[config.mk]
export PLATFORM = sky130hd
export DESIGN_NAME = flash_self_program_sections
export DESIGN_NICKNAME = d
export VERILOG_FILES = /design/src/pkg/flash_sections_pkg.sv /design/src/rtl/flash_self_program_sections.sv
export VERILOG_INCLUDE_DIRS = /design/src /design/src/pkg
export SDC_FILE = /design/constraint.sdc
export NUM_CORES = 1
export LEC_CHECK = 0
export ABC_AREA = 1
export ABC_CLOCK_PERIOD_IN_PS = 4900
export BUFFER_PORTS_ARGS = -buffer_cell sky130_fd_sc_hd__buf_4
export CORE_ASPECT_RATIO = 1.25
export CORE_MARGIN = 2
export CORE_UTILIZATION = 51
export CTS_BUF_LIST = sky130_fd_sc_hd__clkbuf_4 sky130_fd_sc_hd__clkbuf_8
export CTS_CLUSTER_SIZE = 40
export DETAILED_ROUTE_END_ITERATION = 16
export HOLD_SLACK_MARGIN = 0.12
export PLACE_DENSITY = 0.95
export SYNTH_ARGS = -nofsm -noshare
export SYNTH_HDL_FRONTEND = slang
export SYNTH_SLANG_ARGS = --single-unit
[constraint.sdc]
create_clock -name core_clk -period 4.9 [get_ports core_clk]
set_input_delay 0.245 -clock core_clk [delete_from_list [all_inputs] [get_ports core_clk]]
set_output_delay 0.245 -clock core_clk [all_outputs]
set_load 0.01 [all_outputs]
[src/pkg/flash_sections_params.svh]
// constants for the flash self-programming section controller
`ifndef FLASH_SECTIONS_PARAMS_SVH
`define FLASH_SECTIONS_PARAMS_SVH
`define FS_ADDR_W        13
`define FS_PAGE_W        6
`define FS_HALT_BASE     13'h1800
`define FS_BOOT_BASE_0   13'h1F00
`define FS_BOOT_BASE_1   13'h1E00
`define FS_BOOT_BASE_2   13'h1C00
`define FS_BOOT_BASE_3   13'h1800
`define FS_ERASE_CYC     16'h0010
`define FS_WRITE_CYC     16'h0010
`define FS_CNT_W         16
`define FS_OFF_CTRL      8'h00
`define FS_OFF_STAT      8'h04
`define FS_OFF_IRQ_STAT  8'h08
`define FS_OFF_IRQ_MASK  8'h0C
`define FS_BIT_REENABLE  0
`define FS_BIT_BUSY      0
`define FS_BIT_HALT      1
`define FS_BIT_PROG      2
`define FS_EV_DONE       0
`define FS_EV_REJECT     1
`define FS_EV_W          2
`endif

[src/pkg/flash_sections_pkg.sv]
// types for the flash self-programming section controller
package flash_sections_pkg;
  typedef enum logic [2:0] {
    ST_IDLE = 3'b001,
    ST_PROG = 3'b010,
    ST_DONE = 3'b100
  } prog_state_t;
  typedef enum logic [1:0] {
    OP_LOAD  = 2'b00,
    OP_ERASE = 2'b01,
    OP_WRITE = 2'b10,
    OP_NONE  = 2'b11
  } spm_op_t;
endpackage : flash_sections_pkg

[src/rtl/flash_self_program_sections.sv]
// section-aware flash self-programming control with AHB-Lite registers
//
// The implementer's own choices: the placing of the registers and the AHB-Lite slave port.
`include "flash_sections_params.svh"
`timescale 1ns/10ps
`default_nettype none

module flash_self_program_sections
  import flash_sections_pkg::*;
(
  input  wire logic                  core_clk,
  input  wire logic                  srst,
  input  wire logic                  clk_en,
  input  wire logic                  hsel,
  input  wire logic [31:0]           haddr,
  input  wire logic [1:0]            htrans,
  input  wire logic                  hwrite,
  input  wire logic [2:0]            hsize,
  input  wire logic [31:0]           hwdata,
  input  wire logic                  hready,
  output logic      [31:0]           hrdata,
  output logic                       hreadyout,
  output logic                       hresp,
  input  wire logic                  spm_valid,
  input  wire logic [1:0]            spm_op,
  input  wire logic [`FS_ADDR_W-1:0] spm_addr,
  input  wire logic [`FS_ADDR_W-1:0] cpu_pc,
  input  wire logic [1:0]            boot_size_fuses,
  input  wire logic [1:0]            app_lock_bits,
  input  wire logic [1:0]            boot_lock_bits,
  output logic                       cpu_stall,
  output logic                       concurrent_region_busy,
  output logic                       flash_erase,
  output logic                       flash_write,
  output logic [`FS_ADDR_W-1:0]      flash_page_addr,
  output logic                       irq
);

  // ****************************************
  // section decode
  // ****************************************
  logic [`FS_ADDR_W-1:0] boot_base;
  logic pc_in_boot;
  logic tgt_in_boot;
  logic tgt_in_halt;
  logic tgt_locked;

  // fuse-selected split; every base sits at or above the halting base
  always_comb begin
    case (boot_size_fuses)
      2'h0:    boot_base = `FS_BOOT_BASE_0;
      2'h1:    boot_base = `FS_BOOT_BASE_1;
      2'h2:    boot_base = `FS_BOOT_BASE_2;
      default: boot_base = `FS_BOOT_BASE_3;
    endcase
  end

  // issuer must sit in the boot loader section
  assign pc_in_boot  = (cpu_pc >= boot_base);
  assign tgt_in_boot = (spm_addr >= boot_base);
  // fixed region boundary; the target address picks the region
  assign tgt_in_halt = (spm_addr >= `FS_HALT_BASE);
  // lock bit0 low forbids erase and write, independently per section
  assign tgt_locked  = tgt_in_boot ? ~boot_lock_bits[0] : ~app_lock_bits[0];

  // ****************************************
  // programming sequencer
  // ****************************************
  prog_state_t           state_q, state_d;
  logic [`FS_CNT_W-1:0]  cnt_q, cnt_d;
  logic                  halt_q, halt_d;
  logic                  busy_q, busy_d;
  logic                  erase_q, erase_d;
  logic                  write_q, write_d;
  logic [`FS_ADDR_W-1:0] page_q, page_d;
  logic                  ev_done, ev_reject;
  logic                  is_prog, reenable_wr;

  assign is_prog = spm_valid && (spm_op == OP_ERASE || spm_op == OP_WRITE);

  always_comb begin
    state_d   = state_q;
    cnt_d     = cnt_q;
    halt_d    = halt_q;
    busy_d    = busy_q;
    erase_d   = 1'b0;
    write_d   = 1'b0;
    page_d    = page_q;
    ev_done   = 1'b0;
    ev_reject = 1'b0;
    case (state_q)
      ST_IDLE: begin
        if (is_prog && pc_in_boot && !tgt_locked) begin
          // any page may be targeted; page-aligned address
          page_d  = {spm_addr[`FS_ADDR_W-1:`FS_PAGE_W], {`FS_PAGE_W{1'b0}}};
          erase_d = (spm_op == OP_ERASE);
          write_d = (spm_op == OP_WRITE);
          cnt_d   = (spm_op == OP_ERASE) ? `FS_ERASE_CYC : `FS_WRITE_CYC;
          halt_d  = tgt_in_halt;
          // concurrent page sets busy; cpu keeps running
          if (!tgt_in_halt)
            busy_d = 1'b1;
          state_d = ST_PROG;
        end else if (is_prog) begin
          ev_reject = 1'b1;
        end else if (spm_valid && spm_op == OP_LOAD && pc_in_boot) begin
          busy_d = 1'b0;
        end
      end
      ST_PROG: begin
        if (cnt_q <= `FS_CNT_W'(1)) begin
          halt_d  = 1'b0;
          ev_done = 1'b1;
          state_d = ST_DONE;
        end else begin
          cnt_d = cnt_q - `FS_CNT_W'(1);
        end
      end
      ST_DONE: begin
        // re-enable after completion or page load clears busy
        if (reenable_wr || (spm_valid && spm_op == OP_LOAD && pc_in_boot))
          busy_d = 1'b0;
        if (is_prog || reenable_wr || !busy_q)
          state_d = ST_IDLE;
      end
      default: state_d = ST_IDLE;
    endcase
  end

  always_ff @(posedge core_clk) begin
    if (srst) begin
      state_q <= ST_IDLE;
      cnt_q   <= '0;
      halt_q  <= 1'b0;
      busy_q  <= 1'b0;
      erase_q <= 1'b0;
      write_q <= 1'b0;
      page_q  <= '0;
    end else if (clk_en) begin
      state_q <= state_d;
      cnt_q   <= cnt_d;
      halt_q  <= halt_d;
      busy_q  <= busy_d;
      erase_q <= erase_d;
      write_q <= write_d;
      page_q  <= page_d;
    end
  end

  assign cpu_stall              = halt_q;
  assign concurrent_region_busy = busy_q;
  assign flash_erase            = erase_q;
  assign flash_write            = write_q;
  assign flash_page_addr        = page_q;

  // ****************************************
  // ahb-lite slave
  // ****************************************
  logic                   ap_wr_q, ap_wr_d;
  logic                   ap_rd_q, ap_rd_d;
  logic [7:0]             ap_off_q, ap_off_d;
  logic [`FS_EV_W-1:0]    ist_q, ist_d;
  logic [`FS_EV_W-1:0]    imask_q, imask_d;
  logic [31:0]            rdata_q, rdata_d;
  logic                   irq_q, irq_d;
  logic                   ap_take;

  assign ap_take     = hsel && hready && htrans[1];
  assign reenable_wr = ap_wr_q && (ap_off_q == `FS_OFF_CTRL) && hwdata[`FS_BIT_REENABLE];

  always_comb begin
    ap_wr_d  = ap_take && hwrite;
    ap_rd_d  = ap_take && !hwrite;
    ap_off_d = ap_take ? haddr[7:0] : ap_off_q;
    imask_d  = imask_q;
    ist_d    = ist_q;
    rdata_d  = 32'h0000_0000;
    if (ap_wr_q && ap_off_q == `FS_OFF_IRQ_MASK)
      imask_d = hwdata[`FS_EV_W-1:0];
    if (ap_wr_q && ap_off_q == `FS_OFF_IRQ_STAT)
      ist_d = ist_d & ~hwdata[`FS_EV_W-1:0];
    // set wins over a simultaneous clear
    ist_d[`FS_EV_DONE]   = ist_d[`FS_EV_DONE] | ev_done;
    ist_d[`FS_EV_REJECT] = ist_d[`FS_EV_REJECT] | ev_reject;
    if (ap_rd_d) begin
      case (haddr[7:0])
        `FS_OFF_STAT: begin
          rdata_d[`FS_BIT_BUSY] = busy_q;
          rdata_d[`FS_BIT_HALT] = halt_q;
          rdata_d[`FS_BIT_PROG] = (state_q == ST_PROG);
        end
        `FS_OFF_IRQ_STAT: rdata_d[`FS_EV_W-1:0] = ist_q;
        `FS_OFF_IRQ_MASK: rdata_d[`FS_EV_W-1:0] = imask_q;
        default:          rdata_d = 32'h0000_0000;
      endcase
    end
    irq_d = |(ist_d & imask_d);
  end

  always_ff @(posedge core_clk) begin
    if (srst) begin
      ap_wr_q  <= 1'b0;
      ap_rd_q  <= 1'b0;
      ap_off_q <= 8'h00;
      ist_q    <= '0;
      imask_q  <= '0;
      rdata_q  <= 32'h0000_0000;
      irq_q    <= 1'b0;
    end else if (clk_en) begin
      ap_wr_q  <= ap_wr_d;
      ap_rd_q  <= ap_rd_d;
      ap_off_q <= ap_off_d;
      ist_q    <= ist_d;
      imask_q  <= imask_d;
      rdata_q  <= rdata_d;
      irq_q    <= irq_d;
    end
  end

  // zero wait state; hreadyout constant high from a flop
  always_ff @(posedge core_clk) begin
    hreadyout <= 1'b1;
  end
  assign hrdata = rdata_q;
  assign hresp  = 1'b0;
  assign irq    = irq_q;

  // ****************************************
  // checks
  // ****************************************
  a_reject_from_app: assert property (@(posedge core_clk) disable iff (srst)
    clk_en && state_q == ST_IDLE && is_prog && !pc_in_boot |=> state_q != ST_PROG)
    else $error("op from application section started programming");
  a_any_target_ok: assert property (@(posedge core_clk) disable iff (srst)
    clk_en && state_q == ST_IDLE && is_prog && pc_in_boot && !tgt_locked |=> state_q == ST_PROG)
    else $error("allowed op did not start");
  a_lock_blocks: assert property (@(posedge core_clk) disable iff (srst)
    clk_en && state_q == ST_IDLE && is_prog && tgt_locked |=> state_q == ST_IDLE)
    else $error("locked section was programmed");
  a_halt_whole_op: assert property (@(posedge core_clk) disable iff (srst)
    clk_en && state_q == ST_PROG && cnt_q > `FS_CNT_W'(1) && cpu_stall |=> cpu_stall)
    else $error("cpu not stalled during halting-region op");
  a_concurrent_runs: assert property (@(posedge core_clk) disable iff (srst)
    state_q == ST_PROG && busy_q |-> !cpu_stall)
    else $error("cpu stalled on concurrent-region op");
  a_boot_in_halt: assert property (@(posedge core_clk) disable iff (srst)
    boot_base >= `FS_HALT_BASE)
    else $error("boot section outside halting region");
  a_busy_set: assert property (@(posedge core_clk) disable iff (srst)
    clk_en && state_q == ST_IDLE && is_prog && pc_in_boot && !tgt_locked && !tgt_in_halt
    |=> concurrent_region_busy)
    else $error("busy not set on concurrent-region op");
  a_busy_load_clr: assert property (@(posedge core_clk) disable iff (srst)
    clk_en && state_q != ST_PROG && spm_valid && spm_op == OP_LOAD && pc_in_boot |=> !busy_q)
    else $error("page load did not clear busy");
  c_prog_concurrent: cover property (@(posedge core_clk) state_q == ST_PROG && busy_q);
  c_prog_halt: cover property (@(posedge core_clk) state_q == ST_PROG && halt_q);
  c_reject: cover property (@(posedge core_clk) ev_reject);

endmodule : flash_self_program_sections

`default_nettype wire

==> summary.txt <==
Logic synthesis
  • Syn Area/Cell: 6.933 µm²
  • FF+latch count, synth: 47
  • Seq/Total Area, Yosys: approximately 30%
  • EDFF count, synth: 0
  • Yosys cell types: 36
  • Syn Std Cell Area: ~3100 µm²
  • Ys Warns: 0
  • Top_reg_cell synth: dfxtp_1
  • Post-synthesis async set-or-reset flop share: 0%
  • Mapped Cells: approximately 450

Global route
  • Tot GR Track Use: between 20% and 30%
  • Vias in the first global route: between 2000 and 3000
  • Largest net degree at the start of global routing: 33
  • Initial antenna violation count: 0
  • Grt ovf: 0
  • First-pass GRT wire length: about 12000 µm

Routing
  • Initial DRC Count: between 200 and 250
  • Routed vias: around 3000
  • Wirelength, routed: between 7000 and 8000 µm
  • M1 WL: 2868 µm
  • Met2 WL: 3688 µm
  • Antenna viol nets, final: 0
  • WL/cell: 12.24 µm
  • Max layer used: met4
  • DRT Pass-1 Iters: 4
  • Met3 wire length: roughly 540 µm
  • Vias per inst: just over 5
  • Remaining DRCs: 0

Clock tree
  • CTS tree: done
  • Hold buffer count at CTS: 0
  • Clock tree root driver cell: clkbuf_8
  • H-tree levels: 2
  • Clock latency on the worst-skew pair: about 0.32 ns
  • CTS sink cnt: 47
  • # Post-CTS Setup Buffers: 0
  • CTS max path bufs: 2
  • CTS clk-pin slew, worst paths: approximately 0.10 ns
  • Cts bufs inserted: 5
  • Post-cts sizing count: 0

Die
  • Die area: ~6800 µm²
  • IO Pins: roughly 160
  • Rows: 31
  • Die width: approximately 74 µm
  • Initial core utilization: between 50% and 60%
  • Die extent in y: ~92 µm
  • Core footprint: around 5900 µm²

STA
  • Tcrit/Tclk final: roughly 44%
  • RSZ-0062 raised after global routing: no
  • Final sum of negative setup slack: 0 ns
  • Slew @ Worst Pin: about 0.6 ns
  • Final Slew Violations: 0
  • Final Skew: ~0.014 ns
  • Crit path time final: 2.167 ns
  • Slew headroom: 60.05%
  • F_max: 0.4615 GHz
  • Final setup violation count: 0
  • Final Hold Vio Count: 0

Setup path
  • Critical Path RT: a little over 5 ns
  • CP max stage cell: dfxtp_1
  • Startpoint types: register
  • Most used cell, CP: nand2_4
  • Max incr delay on CP: between 0.4 and 0.5 ns
  • Crit path DAT: between 2 and 2.5 ns
  • Crit Path Max Fanout: 17
  • CP endpoint kind: register
  • Worst-path cell chain: inv_1, ha_1, o21ai_0, nor3b_2, nand4_2, nand2_4, nor2_8, nand2_4, xor2_1, nor2_1
  • CP Class: reg2reg

Min path
  • Worst hold path type: in2reg

Finish
  • Commonest non-fill, non-tap cell in the layout: nand2_1
  • Commonest cells after routing, fill and taps aside: nand2_1, buf_4, nor2_1, dfxtp_1, inv_1
  • Final core occ: about 61%
  • Area growth from synthesis to layout: 14.77%
  • Antenna cell count: 0
  • Fraction of layout instances using a drive strength above 1: 20.78%
  • Fin nets: 630

Power
  • Leak: ~1.7 nW
  • PD cells: 221.0 nW/µm²
  • Peak VDD IR: between 150 and 200 µV

Flow run
  • Maxcap violations: 0

Run status
  • Outcome: finished, final reports clean

Place
  • GPL Wtd Cong: just under 0.9
  • IO buf count: 64
  • Post-DP HPWL: between 5000 and 6000 µm
==> cell usage after synthesis (all sizes together) (8+ instances only) <==
| master | n | share of area (%) |
|---|---|---|
| inv | 44 | 5.4 |
| xor2 | 8 | 2.2 |
| nand4 | 14 | 3.0 |
| nand3 | 36 | 5.9 |
| buf | 42 | 11 |
| ha | 11 | 4.4 |
| nor3 | 8 | 1.6 |
| a21oi | 45 | 8.5 |
| nor2 | 56 | 7.4 |
| o21ai | 15 | 2.4 |
| nand2 | 99 | 13 |
| dfxtp | 47 | 30 |
==> state kept, by name, indices dropped and copies added, names as in the netlist <==
register and cells:
state_q 3, cnt_q 16, flash_erase 1, ist_q 2
concurrent_region_busy 1, ap_wr_q 1, imask_q 2, flash_page_addr 7
ap_off_q 8, cpu_stall 1, irq 1, flash_write 1
hrdata 3
==> worst paths after layout <==
check | from | endpoint | slack (ns) | cells past startpoint
hold / removal | hwrite | ap_wr_q | 0.20 | 3
setup / recovery | cnt_q[0] | cnt_q[0] | 2.73 | 10
hold reg to reg | ap_off_q[7] | ap_off_q[7] | 0.46 | 2
setup reg to reg | cnt_q[0] | cnt_q[0] | 2.73 | 10
==> cell families after synthesis <==
family	count (synthesis)	share of synthesized area, %
and+or+nand+nor	218	32.29
other	2	0.2402
DFF	47	30.09
buffers and inverters	93	16.73
AOI/OAI and AO/OA	67	12.60
xor gates and xnor gates	13	3.641
adders and majority gates	11	4.402
==> worst max-delay path: cells and delay by family, from the launching register on <==
kind,cells,cell delay (ns)
and+or+nand+nor,6,0.83
AOI/OAI and AO/OA,1,0.28
xor gates and xnor gates,1,0.19
DFF,1,0.45
buffers and inverters,1,0.11
adders and majority gates,1,0.25
==> stage by stage <==
stage                     area, µm²  hold WS (ns)  cells  power [mW]  worst slack (ns)
after global placement         3490        0.4344    584      0.5388             2.695
after global routing           3588        0.2010    592      0.8288             2.608
final                          3588        0.2033    592      0.7931             2.733
after detailed placement       3490        0.4437    584      0.5442             2.631
after floorplan                3258        0.3879    486      0.5167             3.145
after CTS                      3588        0.1918    592      0.7935             2.753
==> area by class of cell <==
| class | instances | area (µm²) |
|---|---|---|
| clock buffer | 6 | 82.58 |
| tap | 82 | 102.6 |
| sequential | 47 | 940.9 |
| fill | 513 | 2268 |
| multi-input combinational | 346 | 1794 |
| inverter | 45 | 171.4 |
| timing repair buffer | 64 | 480.5 |
| clock inverter | 2 | 16.27 |
==> layer usage <==
metal	vias up	global-route usage, %
met5	-	0
met4	0	11.82
met3	13	5.438
met2	120	38.10
met1	1377	24.56
li1	1500	-
==> report_power, final <==
group / switching [mW] / total (mW) / internal, mW
clock: 0.140 / 0.255 / 0.115
sequential: 0.00497 / 0.394 / 0.389
combinational: 0.0868 / 0.144 / 0.0574
Power figures use the tool's default switching activity.
